<file path="src/hdl/pmsc_pkg.sv">
// Package: register map, field positions, reset values and carrier types of the power management block
package pmsc_pkg;

  // Register index on the plain register port
  localparam int             REG_ADDR_W      = 2;
  typedef logic [REG_ADDR_W-1:0] reg_addr_t;
  typedef logic [7:0]            reg_byte_t;

  localparam reg_addr_t      REG_ONE_IDX     = 2'h0;   // power_mgmt_status_control_one
  localparam reg_addr_t      REG_TWO_IDX     = 2'h1;   // power_mgmt_status_control_two
  localparam reg_addr_t      IRQ_STATUS_IDX  = 2'h2;   // Sticky event status, write one to clear
  localparam reg_addr_t      IRQ_MASK_IDX    = 2'h3;   // Event mask, same layout

  // Field positions of the first register
  localparam int             WARN_FLAG_BIT   = 7;
  localparam int             WARN_ACK_BIT    = 6;
  localparam int             WARN_IE_BIT     = 5;
  localparam int             DET_RE_BIT      = 4;
  localparam int             DET_SE_BIT      = 3;
  localparam int             DET_EN_BIT      = 2;
  localparam int             BG_EN_BIT       = 0;

  // Field positions of the second register
  localparam int             DET_VSEL_BIT    = 5;
  localparam int             WARN_VSEL_BIT   = 4;
  localparam int             PPD_FLAG_BIT    = 3;
  localparam int             PPD_ACK_BIT     = 2;
  localparam int             PPD_CTRL_BIT    = 0;

  // Reset images of the writable fields
  localparam reg_byte_t      REG_ONE_RESET   = 8'h1C;
  localparam reg_byte_t      REG_TWO_RESET   = 8'h00;

  // Event bits of the interrupt status and mask registers
  localparam int             EV_W            = 3;
  localparam int             EV_WARN_BIT     = 0;
  localparam int             EV_DETECT_BIT   = 1;
  localparam int             EV_PPD_BIT      = 2;
  typedef logic [EV_W-1:0]   ev_t;
  localparam ev_t            EV_NONE         = 3'h0;

  // Controls handed to the analog supply monitor and the stop logic
  typedef struct packed {
    logic       detect_on;       // Detect comparator powered
    logic       detect_reset;    // Request a device reset
    logic       detect_level;    // Detect trip level select
    logic [1:0] warn_level;      // Warning trip level code
    logic       bandgap_on;      // Bandgap reference buffer on
    logic       stop2_select;    // Next stop entry is partial power-down
  } analog_ctrl_t;

  localparam analog_ctrl_t   CTRL_RESET      = '{default: 1'b0};

endpackage : pmsc_pkg

</file>
<file path="src/hdl/power_mgmt_status_control.sv">
// Power management status and control registers with supply monitor controls
//
// Overview of operation
// - Warning flag sets when supply below warning trip
// - Warning flag sticky until acknowledged
// - Acknowledge clears flag only without present warning
// - Interrupt request while flag and enable set
// - Detect reset enable forces reset on detect
// - Detect stop enable keeps detection running in stop
// - Detect enable powers detection, gates reset, stop
// - Bandgap buffer enable drives reference buffer
// - Write-once bits take only first write
// - Detect level select locked until power-on reset
// - Detect level select picks detect trip level
// - Warning select picks level within range
// - Level code maps detect:warning select bits
// - Partial power-down flag shows stop2 recovery
// - Writing acknowledge clears partial power-down flag
// - Control bit selects stop2 or stop3
`timescale 1ns/1ns

module power_mgmt_status_control (
  input  wire logic                  clk_i,
  input  wire logic                  reset_n_i,
  input  wire logic                  por_n_i,
  input  wire pmsc_pkg::reg_addr_t   addr_i,
  input  wire pmsc_pkg::reg_byte_t   wr_data_i,
  input  wire logic                  wr_i,
  input  wire logic                  rd_i,
  output logic [7:0]                 rd_data_o,
  input  wire logic                  warn_below_i,
  input  wire logic                  detect_below_i,
  input  wire logic                  stop_mode_i,
  input  wire logic                  stop2_recovered_i,
  output pmsc_pkg::analog_ctrl_t     ctrl_o,
  output logic                       irq_o
);
  import pmsc_pkg::*;

  // Whole state of the block except the power-on-only fields
  typedef struct packed {
    logic         warn_meta;     // First synchroniser stage, supply warning
    logic         warn_s;
    logic         det_meta;      // First synchroniser stage, supply detect
    logic         det_s;
    logic         det_prev;      // Edge memory for detect events
    logic         warn_flag;
    logic         warn_ie;
    logic         det_re;
    logic         det_se;
    logic         det_en;
    logic         bg_en;
    logic         one_written;   // First register already written once
    logic         warn_vsel;
    logic         ppd_flag;
    logic         ppd_ctrl;
    logic         two_written;   // Second register already written once
    ev_t          status;
    ev_t          mask;
    reg_byte_t    rd_data;
    logic         irq;
    analog_ctrl_t ctrl;
  } state_t;

  state_t st_q;
  state_t st_d;

  // Fields that survive every reset except power-on
  logic   det_vsel_q;
  logic   det_vsel_d;
  logic   vsel_written_q;
  logic   vsel_written_d;

  // Decoded bus strobes and derived detect and event terms
  logic   wr_one;
  logic   wr_two;
  logic   wr_stat;
  logic   wr_mask;
  logic   warn_ack;
  logic   ppd_ack;
  logic   detect_live;
  logic   detect_event;
  ev_t    ev_set;

  // A write-once field keeps its value once its register has been written
  function automatic logic write_once(input logic cur, input logic val, input logic written);
    write_once = written ? cur : val;
  endfunction : write_once

  // Read images; unimplemented positions stay zero
  function automatic reg_byte_t image_one(input state_t s);
    reg_byte_t v;
    v                = 8'h00;
    v[WARN_FLAG_BIT] = s.warn_flag;
    v[WARN_IE_BIT]   = s.warn_ie;
    v[DET_RE_BIT]    = s.det_re;
    v[DET_SE_BIT]    = s.det_se;
    v[DET_EN_BIT]    = s.det_en;
    v[BG_EN_BIT]     = s.bg_en;
    image_one        = v;
  endfunction : image_one

  function automatic reg_byte_t image_two(input state_t s, input logic dvsel);
    reg_byte_t v;
    v                = 8'h00;
    v[DET_VSEL_BIT]  = dvsel;
    v[WARN_VSEL_BIT] = s.warn_vsel;
    v[PPD_FLAG_BIT]  = s.ppd_flag;
    v[PPD_CTRL_BIT]  = s.ppd_ctrl;
    image_two        = v;
  endfunction : image_two

  // Strobe decode; acknowledge bits are actions, never stored
  always_comb begin
    wr_one   = wr_i && (addr_i == REG_ONE_IDX);
    wr_two   = wr_i && (addr_i == REG_TWO_IDX);
    wr_stat  = wr_i && (addr_i == IRQ_STATUS_IDX);
    wr_mask  = wr_i && (addr_i == IRQ_MASK_IDX);
    warn_ack = wr_one && wr_data_i[WARN_ACK_BIT];
    ppd_ack  = wr_two && wr_data_i[PPD_ACK_BIT];
  end

  // Detection runs only when enabled, and in stop only if allowed there
  always_comb begin
    detect_live  = st_q.det_en && (!stop_mode_i || st_q.det_se);
    detect_event = detect_live && st_q.det_s && !st_q.det_prev;
    ev_set                = EV_NONE;
    ev_set[EV_WARN_BIT]   = st_q.warn_s && !st_q.warn_flag;
    ev_set[EV_DETECT_BIT] = detect_event;
    ev_set[EV_PPD_BIT]    = stop2_recovered_i;
  end

  // Power-on-only field: later resets must not reopen it
  always_comb begin
    det_vsel_d     = det_vsel_q;
    vsel_written_d = vsel_written_q;
    if (wr_two) begin
      det_vsel_d     = write_once(det_vsel_q, wr_data_i[DET_VSEL_BIT], vsel_written_q);
      vsel_written_d = 1'b1;
    end
  end

  always_ff @(posedge clk_i or negedge por_n_i) begin
    if (!por_n_i) begin
      det_vsel_q     <= REG_TWO_RESET[DET_VSEL_BIT];
      vsel_written_q <= 1'b0;
    end else begin
      det_vsel_q     <= det_vsel_d;
      vsel_written_q <= vsel_written_d;
    end
  end

  // Next state of everything else
  always_comb begin
    st_d = st_q;

    // Supply comparators are asynchronous; two stages before any use
    st_d.warn_meta = warn_below_i;
    st_d.warn_s    = st_q.warn_meta;
    st_d.det_meta  = detect_below_i;
    st_d.det_s     = st_q.det_meta;
    st_d.det_prev  = detect_live && st_q.det_s;

    // A present condition beats an acknowledge in the same cycle
    if (warn_ack && !st_q.warn_s) begin
      st_d.warn_flag = 1'b0;
    end
    if (st_q.warn_s) begin
      st_d.warn_flag = 1'b1;
    end

    // First register: interrupt and bandgap enables always writable, detect bits once
    if (wr_one) begin
      st_d.warn_ie     = wr_data_i[WARN_IE_BIT];
      st_d.bg_en       = wr_data_i[BG_EN_BIT];
      st_d.det_re      = write_once(st_q.det_re, wr_data_i[DET_RE_BIT], st_q.one_written);
      st_d.det_se      = write_once(st_q.det_se, wr_data_i[DET_SE_BIT], st_q.one_written);
      st_d.det_en      = write_once(st_q.det_en, wr_data_i[DET_EN_BIT], st_q.one_written);
      st_d.one_written = 1'b1;
    end

    // Second register: stop mode select once, warning level always
    if (wr_two) begin
      st_d.warn_vsel   = wr_data_i[WARN_VSEL_BIT];
      st_d.ppd_ctrl    = write_once(st_q.ppd_ctrl, wr_data_i[PPD_CTRL_BIT], st_q.two_written);
      st_d.two_written = 1'b1;
    end

    // Recovery from partial power-down sets the flag over a clear
    if (ppd_ack) begin
      st_d.ppd_flag = 1'b0;
    end
    if (stop2_recovered_i) begin
      st_d.ppd_flag = 1'b1;
    end

    // Sticky events, write one to clear, a new event wins
    if (wr_stat) begin
      st_d.status = st_q.status & ~wr_data_i[EV_W-1:0];
    end
    st_d.status = st_d.status | ev_set;
    if (wr_mask) begin
      st_d.mask = wr_data_i[EV_W-1:0];
    end

    // Read data stands only in the cycle after the strobe
    st_d.rd_data = 8'h00;
    if (rd_i) begin
      case (addr_i)
        REG_ONE_IDX:    st_d.rd_data = image_one(st_q);
        REG_TWO_IDX:    st_d.rd_data = image_two(st_q, det_vsel_q);
        IRQ_STATUS_IDX: st_d.rd_data = {5'h00, st_q.status};
        IRQ_MASK_IDX:   st_d.rd_data = {5'h00, st_q.mask};
        default:        st_d.rd_data = 8'h00;
      endcase
    end

    // Warning enable alone is enough to request; other events go through the mask
    st_d.irq = (st_q.warn_ie && st_q.warn_flag) || (|(st_q.status & st_q.mask));

    // Controls to the analog side
    st_d.ctrl.detect_on    = detect_live;
    st_d.ctrl.detect_reset = detect_live && st_q.det_re && st_q.det_s;
    st_d.ctrl.detect_level = det_vsel_q;
    st_d.ctrl.warn_level   = {det_vsel_q, st_q.warn_vsel};
    st_d.ctrl.bandgap_on   = st_q.bg_en;
    st_d.ctrl.stop2_select = st_q.ppd_ctrl;
  end

  // Single register stage; reset loads constants only
  always_ff @(posedge clk_i or negedge reset_n_i) begin
    if (!reset_n_i) begin
      st_q             <= '0;
      st_q.warn_ie     <= REG_ONE_RESET[WARN_IE_BIT];
      st_q.det_re      <= REG_ONE_RESET[DET_RE_BIT];
      st_q.det_se      <= REG_ONE_RESET[DET_SE_BIT];
      st_q.det_en      <= REG_ONE_RESET[DET_EN_BIT];
      st_q.bg_en       <= REG_ONE_RESET[BG_EN_BIT];
      st_q.warn_vsel   <= REG_TWO_RESET[WARN_VSEL_BIT];
      st_q.ppd_ctrl    <= REG_TWO_RESET[PPD_CTRL_BIT];
      st_q.ctrl        <= CTRL_RESET;
    end else begin
      st_q <= st_d;
    end
  end

  // Outputs straight from flip-flops
  assign rd_data_o = st_q.rd_data;
  assign ctrl_o    = st_q.ctrl;
  assign irq_o     = st_q.irq;

  // Checks on the flags, write-once fields and controls
  warn_set_a: assert property (@(posedge clk_i) disable iff (!reset_n_i)
    st_q.warn_s |=> st_q.warn_flag)
    else $error("warning flag not set while supply low");

  warn_sticky_a: assert property (@(posedge clk_i) disable iff (!reset_n_i)
    (st_q.warn_flag && !warn_ack) |=> st_q.warn_flag)
    else $error("warning flag dropped without acknowledge");

  ack_blocked_a: assert property (@(posedge clk_i) disable iff (!reset_n_i)
    (warn_ack && st_q.warn_s) |=> st_q.warn_flag)
    else $error("acknowledge cleared flag during warning");

  ack_clears_a: assert property (@(posedge clk_i) disable iff (!reset_n_i)
    (warn_ack && !st_q.warn_s) |=> !st_q.warn_flag)
    else $error("acknowledge failed to clear warning flag");

  irq_follow_a: assert property (@(posedge clk_i) disable iff (!reset_n_i)
    (st_q.warn_ie && st_q.warn_flag) |=> irq_o)
    else $error("no interrupt for enabled warning");

  det_reset_a: assert property (@(posedge clk_i) disable iff (!reset_n_i)
    (!st_q.det_en || !st_q.det_re) |=> !ctrl_o.detect_reset)
    else $error("reset request while detect reset disabled");

  stop_gate_a: assert property (@(posedge clk_i) disable iff (!reset_n_i)
    (stop_mode_i && !st_q.det_se) |=> !ctrl_o.detect_on)
    else $error("detection running in stop without stop enable");

  det_on_a: assert property (@(posedge clk_i) disable iff (!reset_n_i)
    (reset_n_i && st_q.det_en && !stop_mode_i) |=> ctrl_o.detect_on)
    else $error("detection off although enabled");

  bandgap_a: assert property (@(posedge clk_i) disable iff (!reset_n_i)
    ##1 ctrl_o.bandgap_on == $past(st_q.bg_en))
    else $error("bandgap buffer not following its enable");

  write_once_a: assert property (@(posedge clk_i) disable iff (!reset_n_i)
    (wr_one && st_q.one_written) |=> $stable(st_q.det_en) && $stable(st_q.det_re) && $stable(st_q.det_se))
    else $error("write-once detect bits changed by a later write");

  por_lock_a: assert property (@(posedge clk_i) disable iff (!por_n_i)
    (wr_two && vsel_written_q) |=> $stable(det_vsel_q))
    else $error("detect level select changed after first write");

  level_map_a: assert property (@(posedge clk_i) disable iff (!reset_n_i)
    reset_n_i |=> ctrl_o.warn_level == {$past(det_vsel_q), $past(st_q.warn_vsel)})
    else $error("warning level code does not match selects");

  ppd_flag_a: assert property (@(posedge clk_i) disable iff (!reset_n_i)
    stop2_recovered_i |=> st_q.ppd_flag ##1 (st_q.ppd_flag || $past(ppd_ack)))
    else $error("partial power-down flag not set on recovery");

  ppd_clear_a: assert property (@(posedge clk_i) disable iff (!reset_n_i)
    (ppd_ack && !stop2_recovered_i) |=> !st_q.ppd_flag)
    else $error("partial power-down flag not cleared");

  reserved_a: assert property (@(posedge clk_i) disable iff (!reset_n_i)
    (rd_i && addr_i == REG_TWO_IDX) |=> (rd_data_o[7:6] == 2'h0) && !rd_data_o[1])
    else $error("unimplemented bits read non-zero");

  // Read port, sticky events and remaining fields; a sampled reset_n_i in the antecedent
  // keeps the releasing edge, where the flops still hold reset, from starting an attempt
  rd_idle_a: assert property (@(posedge clk_i) disable iff (!reset_n_i)
    !rd_i |=> (rd_data_o == 8'h00))
    else $error("read data not zero outside a read");

  reserved_one_a: assert property (@(posedge clk_i) disable iff (!reset_n_i)
    (rd_i && addr_i == REG_ONE_IDX) |=> !rd_data_o[WARN_ACK_BIT] && !rd_data_o[1])
    else $error("acknowledge or unimplemented bit reads non-zero");

  ppd_once_a: assert property (@(posedge clk_i) disable iff (!reset_n_i)
    (wr_two && st_q.two_written) |=> $stable(st_q.ppd_ctrl))
    else $error("stop mode select changed by a later write");

  stop2_sel_a: assert property (@(posedge clk_i) disable iff (!reset_n_i)
    reset_n_i |=> (ctrl_o.stop2_select == $past(st_q.ppd_ctrl)))
    else $error("stop mode select not passed on");

  det_level_a: assert property (@(posedge clk_i) disable iff (!reset_n_i)
    reset_n_i |=> (ctrl_o.detect_level == $past(det_vsel_q)))
    else $error("detect level not following its select");

  warn_vsel_a: assert property (@(posedge clk_i) disable iff (!reset_n_i)
    wr_two |=> (st_q.warn_vsel == $past(wr_data_i[WARN_VSEL_BIT])))
    else $error("warning level select not written");

  det_reset_on_a: assert property (@(posedge clk_i) disable iff (!reset_n_i)
    (reset_n_i && st_q.det_en && st_q.det_re && st_q.det_s && !stop_mode_i) |=> ctrl_o.detect_reset)
    else $error("no reset request on enabled detect");

  stop_run_a: assert property (@(posedge clk_i) disable iff (!reset_n_i)
    (reset_n_i && st_q.det_en && st_q.det_se) |=> ctrl_o.detect_on)
    else $error("detection stopped although allowed in stop");

  det_ignored_a: assert property (@(posedge clk_i) disable iff (!reset_n_i)
    !st_q.det_en |=> !$rose(st_q.status[EV_DETECT_BIT]))
    else $error("detect event recorded while detection disabled");

  warn_event_a: assert property (@(posedge clk_i) disable iff (!reset_n_i)
    (st_q.warn_s && !st_q.warn_flag) |=> st_q.status[EV_WARN_BIT])
    else $error("warning event not recorded");

  bg_write_a: assert property (@(posedge clk_i) disable iff (!reset_n_i)
    wr_one |=> (st_q.bg_en == $past(wr_data_i[BG_EN_BIT])))
    else $error("bandgap enable not written");

  irq_quiet_a: assert property (@(posedge clk_i) disable iff (!reset_n_i)
    ((!st_q.warn_ie || !st_q.warn_flag) && !(|(st_q.status & st_q.mask))) |=> !irq_o)
    else $error("interrupt without an enabled cause");

  ppd_hold_a: assert property (@(posedge clk_i) disable iff (!reset_n_i)
    (st_q.ppd_flag && !ppd_ack) |=> st_q.ppd_flag)
    else $error("partial power-down flag dropped without acknowledge");

  ppd_event_a: assert property (@(posedge clk_i) disable iff (!reset_n_i)
    stop2_recovered_i |=> st_q.status[EV_PPD_BIT])
    else $error("stop2 recovery not recorded");

  status_hold_a: assert property (@(posedge clk_i) disable iff (!reset_n_i)
    !wr_stat |=> ((st_q.status & $past(st_q.status)) == $past(st_q.status)))
    else $error("status bit cleared without a write");

  irq_mask_a: assert property (@(posedge clk_i) disable iff (!reset_n_i)
    (|(st_q.status & st_q.mask)) |=> irq_o)
    else $error("no interrupt for unmasked status");

endmodule : power_mgmt_status_control

</file>
<file path="config.mk">
export PLATFORM = sky130hd
export DESIGN_NAME = power_mgmt_status_control
export DESIGN_NICKNAME = d
export VERILOG_FILES = /design/src/hdl/pmsc_pkg.sv /design/src/hdl/power_mgmt_status_control.sv
export SDC_FILE = /design/constraint.sdc
export NUM_CORES = 1
export LEC_CHECK = 0
export ABC_AREA = 1
export BUFFER_PORTS_ARGS = -buffer_cell sky130_fd_sc_hd__buf_2
export CAP_MARGIN = 20
export CORE_ASPECT_RATIO = 0.75
export CORE_UTILIZATION = 45
export CTS_BUF_LIST = sky130_fd_sc_hd__clkbuf_2
export CTS_CLUSTER_DIAMETER = 120
export DETAILED_ROUTE_END_ITERATION = 6
export PLACE_DENSITY = 0.72
export SYNTH_ARGS = -nofsm -noshare
export SYNTH_HDL_FRONTEND = slang
export SYNTH_SLANG_ARGS = --single-unit
</file>
<file path="constraint.sdc">
create_clock -name clk_i -period 1.3 [get_ports clk_i]
set_input_delay 0.195 -clock clk_i [delete_from_list [all_inputs] [get_ports clk_i]]
set_output_delay 0.195 -clock clk_i [all_outputs]
set_load 0.01 [all_outputs]
</file>
Yosys cells after proc, flatten, opt, wreduce, memory -nomap -nowiden
Index checks and enable logic that the tools add are counted.
Widths: inputs -> output; s select.

cells by class
  muxes and demuxes = 7
  multiply operators = 0
  eq/ne operators = 3
  $add $sub $neg = 0
  divide/modulo/power cells = 0
  $lt $le $gt $ge = 0
  bitwise logic cells = 7
  shift-type cells = 0
  reductions and logical operators = 27

operators with widths
  cell                count
  $pmux 8 s4          1
  $logic_and 1x1->1   14
  $mux 8              1
  $and 3x3->3         2
  $reduce_and 2->1    3
  $eq 2x2->1 const B  2
  $logic_not 1->1     4
  $mux 1              4
  $reduce_bool 2->1   2
  $mux 3              1
  $not 1->1           3
  $not 3->3           1
  $or 3x3->3          1
  $reduce_or 3->1     1
  $eq 2x1->1 const B  1
  $logic_not 2->1     1
  $logic_or 1x1->1    2

storage, ports and cells
  memories = 0
  bits of input ports = 19
  bits in latches = 0
  output and inout bits = 16
  memory bits (read-only) = 0
  flip-flop bits (word level) = 40
  bits in writable memories = 0

Logic depth before layout (Yosys ltp)
Gate-level depths: netlist of run 1.

  depth after elaboration = 6
  gate-level depth with buffers = 6
  mapped depth without buffers = 5

Least setup slack after synthesis of run 1
OpenSTA, ideal clock, no wires.

  path kind = reg2reg
  start point = register st_q[29] (netlist name)
  end point = register st_q (netlist bit ctrl_o[5])
  arrival = 0.870 ns
  setup slack = 0.359 ns
  required time = 1.228 ns
  setup time = 0.072 ns
  stages on the path, launching flop included = 5
  cells stage by stage = dfstp_2 inv_1 a21oi_1 nand2_1 nor2_1

RTL lines
  what                      line                              text
  start: declaration        power_mgmt_status_control.sv:65   state_t st_q;
  start signal: assignment  power_mgmt_status_control.sv:243  st_q <= st_d;

Worst setup path after layout of run 1
  start point = register st_q (netlist bit rd_data_o[3])
  end point = output port rd_data_o[3]

RTL lines
  what              line                             text
  end: declaration  power_mgmt_status_control.sv:30  output logic [7:0] rd_data_o,

No word-level cell between the ends.

==> metrics.txt, run 1 <==
Clock Latency Late Sink=0.39 ns; layout cells sized above 1=around 26%; worst clock skew=approximately 0.015 ns; # DRC=3; Ant. Diodes=0; Ys Warns=0; P&R area growth vs syn=13.8%; sequential area share after synthesis=about 60%; hold crit path type=in -> reg; Chip Width=71.1 um; clock root buffer master=clkbuf_2; maximum VDD drop=roughly 0.00061 V; Fill cells=310; Max Fclk=just under 900 MHz; Setup WS post-layout=around 0.16 ns; Yosys cell types=21; CTS tree=built; endpoints failing hold=0; H-tree levels=2; dpl hpwl=slightly above 2000 um; final instance count without filler cells=around 240; TritonCTS buffer count=5; CP Launch Type=flop; mean number of vias per cell=approximately 4.7; routability cong.=between 0.7 and 0.8; R2R cell count=4; Final nets=216; most frequent cells in the layout=43 x nand2_1, 35 x dfrtp_1, 32 x buf_2; CP max stage cell=dfrtp_1; Initial Util=48.0%; PwrDens=~1200 nW/um2; hold_buf cts=8; Core Region=between 3000 and 4000 um2; Clk pin slew, worst setup/hold paths=between 0.15 and 0.2 ns; TritonRoute pass-1 iters=7; Row Count=18; max-slew violations=0; WHS Path Cells=3; Worst Setup End Kind=output pin; Crit path depth=1; Die Y=53.8 um; Max Buffers Root-to-Sink=2; GRT Overall Usage=17.1%; vias in the first global route=~1000; Multi-input gate area=roughly 430 um2; RSZ-0062 raised after global routing=no; final core utilization=54.6%; Critical Path AT=~0.94 ns; pin count of the biggest net entering global routing=37; Die ar.=~3800 um2; Net Count, Synth=186; Yosys reg bits=38; initial antenna violation count=0; post-synthesis cell count=167; setup TNS=0 ns; delay-heaviest family, CP=flip-flops; post-CTS setup buffer count=0; CTS resizes=0; placed cell count=roughly 220; violated checks=DRC; DRT iter0 DRCs=50; Avg Cell Area, Syn=9.64 um2; final period utilization=between 80 and 90%; grt ovf=0; Post-Syn Area=between 1500 and 2000 um2; Tot Pwr=approximately 0.0023 W; I/O Buffers=32; MaxCap Viol Count=0; static leakage=about 0.98 nW; first-pass GRT wire length=4620 um; Tmin final=around 1.1 ns; Vias=about 1100; Worst path max stage delay=between 0.4 and 0.5 ns; # setup viols final=0; boundary pin count=35; status=finished with violations; DR WL/cell=~12 um; CP Class=reg -> out; Sink Count=38; Crit path buffers/inverters=1; critical-path cell list=buf_2; worst-path maximum fanout=1; WL final=approximately 2800 um; Final ANT Viol Nets=0; DP Worst Slack=~0.22 ns; Required @ worst endpoint=1.11 ns; most common cell after layout, fill and taps aside=nand2_1; Reg area=955 um2
cells in the mapped netlist:
| master | n | area (um2) |
|---|---|---|
| nand3_1 | 17 | 85.1 |
| nor2_4 | 1 | 11.3 |
| nand2_2 | 1 | 6.26 |
| buf_2 | 1 | 5.00 |
| nand2_1 | 43 | 161 |
| conb_1 | 1 | 3.75 |
| dfrtp_1 | 35 | 876 |
| inv_2 | 1 | 3.75 |
| nor2_1 | 6 | 22.5 |
| a21oi_1 | 4 | 20.0 |
| nand4_1 | 1 | 6.26 |
| buf_4 | 15 | 113 |
| nand3_2 | 1 | 10.0 |
| inv_1 | 19 | 71.3 |
| o211ai_1 | 1 | 7.51 |
| o21ai_0 | 7 | 35.0 |
| inv_4 | 1 | 6.26 |
| o21ai_1 | 5 | 25.0 |
| nor2_8 | 2 | 40.0 |
| buf_6 | 2 | 22.5 |
| dfstp_2 | 3 | 78.8 |
flip-flops by register name, indices dropped and copies added, names as in the netlist:
register and cells:
st_q 17, st_d 5, vsel_written_q 1, irq_o 1, rd_data_o 7, det_vsel_q 1, ctrl_o 6
final timing paths:
check,start,to,slack [ns]
worst max-delay path,rd_data_o[3]$_DFF_PN0_,rd_data_o[3],0.16
min in group asynchronous,por_n_i,det_vsel_q$_DFFE_PN0P_,0.10
worst max register to register,st_q[28]$_DFFE_PN1P_,ctrl_o[5]$_DFF_PN0_,0.20
worst min register to register,st_d[34]$_DFF_PN0_,st_q[34]$_DFF_PN0_,0.38
max in group asynchronous,reset_n_i,st_q[29]$_DFFE_PN1P_,0.63
worst min-delay path,wr_data_i[2],st_q[28]$_DFFE_PN1P_,0.03
layout make-up:
cell class / count / area share, %
flip-flops and latches: 38 / 52.1
clock inverters: 1 / 1.64
inverters: 21 / 4.44
repair buffers: 41 / 13.5
well taps: 40 / 2.73
clock buffers: 7 / 1.91
multi-input cells: 90 / 23.7
cell families (layout without fill, tap and decap cells):
group,after synthesis,count (layout),share of synthesized area [%]
flip-flops,38,38,59.3
AND/OR/NAND/NOR,72,72,21.3
buffers and inverters,39,70,13.8
other,1,1,0.233
AO/OA/AOI/OAI,17,17,5.44
tightest hold or removal path: cells and delay by family:
kind	cells	cell delay [ns]
buffers and inverters	2	0.17
AOI/OAI and AO/OA	1	0.07
power by group:
part | internal [W] | total (W) | switching [W] | leakage (nW)
combinational | 0.0000999 | 0.000245 | 0.000145 | 0.479
clock | 0.000343 | 0.000708 | 0.000365 | 0.0432
sequential | 0.00126 | 0.00130 | 0.0000429 | 0.461
through the flow:
step	instance area, um2	hold WS (ns)
final	1830	0.0253
after global routing	1830	0.00412
after CTS	1830	0.00385
after detailed placement	1690	-0.0160
after global placement	1690	-0.0162
after floorplan	1610	-0.101
layer usage:
layer | part of all wire, % | track usage [%]
met5 | 0 | 0
met4 | 1.8 | 8.00
met3 | 4.6 | 5.43
met2 | 43 | 26.8
met1 | 51 | 22.1
No activity file was read; power rests on OpenSTA's default activity.
==> run 2, diff against run 1 <==
ABC_AREA = default   (was 1)
BUFFER_PORTS_ARGS = -buffer_cell sky130_fd_sc_hd__buf_4   (was -buffer_cell sky130_fd_sc_hd__buf_2)
PLACE_DENSITY = 0.73   (was 0.72)
==> metrics.txt, run 2 <==
status=finished clean (was finished with violations); post-CTS setup buffer count=0 (unchanged); CP max stage cell=dfrtp_1 (unchanged); Vias=891 (was 1113); TritonCTS buffer count=5 (unchanged); max-slew violations=0 (unchanged); xor/xnor share of the synthesized area=0% (unchanged); Chip Width=69.2 um (was 71.1 um); maximum VDD drop=0.000604 V (was 0.000613 V); post-synthesis cell count=114 (was 167); Post-Syn Area=1520 um2 (was 1610 um2); static leakage=0.858 nW (was 0.984 nW); mux share of post-synthesis cell area=12.7% (was 0%); worst-path maximum fanout=2 (was 1); DR WL/cell=13.5 um (was 12.0 um); boundary pin count=35 (unchanged); Compound-Gate Fraction of Synth Area=4.35% (was 5.44%); Required @ worst endpoint=1.11 ns (about the same); sequential area share after synthesis=62.7% (was 59.3%); max reg flops=17 (unchanged); I/O Buffers=32 (unchanged); WL final=2480 um (was 2850 um); P&R area growth vs syn=18.1% (was 13.8%); Tmin final=1.15 ns (was 1.14 ns); Core Region=3080 um2 (was 3360 um2); final period utilization=88.1% (was 87.5%); worst clock skew=0.0218 ns (was 0.0153 ns); Post-Synth Adder-Cell Area=0% (unchanged); initial antenna violation count=0 (unchanged); Sink Count=38 (unchanged); RSZ-0062 raised after global routing=no (unchanged); cell accounting for the most synthesized area=dfrtp_1 (unchanged); Final ANT Viol Nets=0 (unchanged); most frequent cells in the layout=35 x dfrtp_1, 35 x buf_4, 11 x mux2_2 (was 43 x nand2_1, 35 x dfrtp_1, 32 x buf_2); CTS tree=built (unchanged); Clock Latency Late Sink=0.39 ns (about the same); H-tree levels=2 (unchanged); Biggest register=st_q (unchanged); DP Worst Slack=0.0112 ns (was 0.222 ns); Clk pin slew, worst setup/hold paths=0.20 ns (was 0.18 ns); Crit path buffers/inverters=1 (unchanged); Max Buffers Root-to-Sink=2 (unchanged); endpoints failing hold=0 (unchanged); Avg Cell Area, Syn=13.4 um2 (was 9.64 um2); largest cells by area after synthesis=dfrtp_1 58%, mux2_2 8.1%, buf_4 7.4% (was dfrtp_1 54%, nand2_1 10%, buf_4 7.0%); pin count of the biggest net entering global routing=37 (unchanged); Worst path max stage delay=0.42 ns (was 0.41 ns); DRT iter0 DRCs=39 (was 50); Yosys cell types=27 (was 21); final core utilization=58.3% (was 54.6%); CP Class=reg -> out (unchanged); simple-gate share of the synthesized area=11.1% (was 21.3%); mean number of vias per cell=4.84 (was 4.68); # DRC=0 (was 3); Area after DPL=1710 um2 (was 1690 um2); setup TNS=0 ns (unchanged); grt ovf=0 (unchanged); Die ar.=3620 um2 (was 3820 um2); most common cell in the synthesized netlist=dfrtp_1 (was nand2_1); Final nets=164 (was 216); # setup viols final=0 (unchanged); Die Y=52.4 um (was 53.8 um); routability cong.=0.793 (was 0.792); Max Fclk=873 MHz (was 879 MHz); delay-heaviest family, CP=flip-flops (unchanged); first-pass GRT wire length=4060 um (was 4620 um); PwrDens=1340 nW/um2 (was 1230 nW/um2); EDFF count, synth=0 (unchanged); top cells by count, synth=35 x dfrtp_1, 15 x buf_4, 11 x mux2_2, 7 x mux2i_1, 6 x nor2_1 (was 43 x nand2_1, 35 x dfrtp_1, 19 x inv_1, 17 x nand3_1, 15 x buf_4); Ant. Diodes=0 (unchanged); dpl hpwl=1820 um (was 2030 um); largest family of logic cells by synthesized area=multiplexers (was simple AND/OR/NAND/NOR gates); MaxCap Viol Count=0 (unchanged); ys async rst share=100% (unchanged); hold crit path type=in -> reg (unchanged); clock root buffer master=clkbuf_2 (unchanged); layout cells sized above 1=41.1% (was 25.8%); ys flop type=dfrtp_1 (unchanged); vias in the first global route=863 (was 995); post-synth top area share=57.5% (was 54.4%); TritonRoute pass-1 iters=4 (was 7); CP Launch Type=flop (unchanged); Initial Util=49.4% (was 48.0%); Tot Pwr=0.00240 W (was 0.00225 W); Yosys reg bits=38 (unchanged); Critical Path AT=0.95 ns (was 0.94 ns); Setup WS post-layout=0.155 ns (was 0.162 ns); Row Count=17 (was 18); Worst Setup End Kind=output pin (unchanged); GRT Overall Usage=15.5% (was 17.1%); critical-path cell list=buf_4 (was buf_2); post-route cell area=1800 um2 (was 1830 um2); Ys Warns=0 (unchanged); CTS resizes=0 (unchanged); Net Count, Synth=133 (was 186); Fill cells=257 (was 310)
## run 2: changes by cell type in the layout (fill, tap and decap cells not counted), sizes merged, moves of 3 or more
cell	before	now
nand3	18	1
o21ai	12	2
nand2	44	5
dlygate4sd3	8	5
inv	21	3
mux2i	0	7
nand2b	0	5
nor2	9	6
mux2	0	11
## run 2: kinds of logic (layout without fill, tap and decap cells)
kind of cell           count (synthesis)  after routing
AND/OR/NAND/NOR                       28             28
multiplexers                          18             18
AO/OA/AOI/OAI                         10             10
buffers and inverters                 19             51
other                                  1              1
flip-flops                            38             38
## run 2: metrics by stage
stage / hold WS (ns) / cells
after floorplan: -0.101 / 114
after global placement: -0.0232 / 171
after detailed placement: -0.0214 / 171
after CTS: 0.0305 / 184
after global routing: 0.000218 / 184
final: 0.0422 / 184
## run 2: final cells by class
| cell class | instances | area [um2] | area share, % |
|---|---|---|---|
| clock buffer | 6 | 30.0 | 1.67 |
| multi-input combinational | 57 | 433 | 24.1 |
| inverter | 3 | 11.3 | 0.626 |
| sequential | 38 | 955 | 53.1 |
| timing repair buffer | 40 | 313 | 17.4 |
| clock inverter | 2 | 8.76 | 0.487 |
| tap | 38 | 47.5 | 2.64 |
## run 2: timing repair
action                                 4_1_cts  5_1_grt
endpoints found under the hold margin       39        0
hold buffers                                 5        0
setup endpoints to repair                    0        0
## run 2: worst paths after layout
check                                     startpoint  cells past startpoint  slack (ns)                          to
worst min register to register    st_d[36]$_DFF_PN0_                      0        0.37          st_q[36]$_DFF_PN0_
worst min-delay path                    wr_data_i[4]                      2        0.04         st_d[2]$_DFFE_PN0P_
max in group asynchronous                  reset_n_i                      2        0.68        st_q[30]$_DFFE_PN1P_
min in group asynchronous                    por_n_i                      2        0.10  vsel_written_q$_DFFE_PN0P_
worst max register to register  st_q[29]$_DFFE_PN1P_                      3        0.23          st_q[20]$_DFF_PN0_
worst max-delay path             ctrl_o[4]$_DFF_PN0_                      1        0.15                   ctrl_o[3]
## run 2: metal layers
layer / GRT usage [%] / part of all wire [%]
met2: 23.6 / 45
met4: 7.14 / 1.8
met3: 6.15 / 5.5
met1: 19.5 / 48
met5: 0 / 0
## run 2: where the power goes
| part | total (W) | internal [W] | switching (W) |
|---|---|---|---|
| Sequential | 0.00146 | 0.00136 | 0.000100 |
| Clock | 0.000506 | 0.000132 | 0.000374 |
| Combinational | 0.000437 | 0.000255 | 0.000181 |
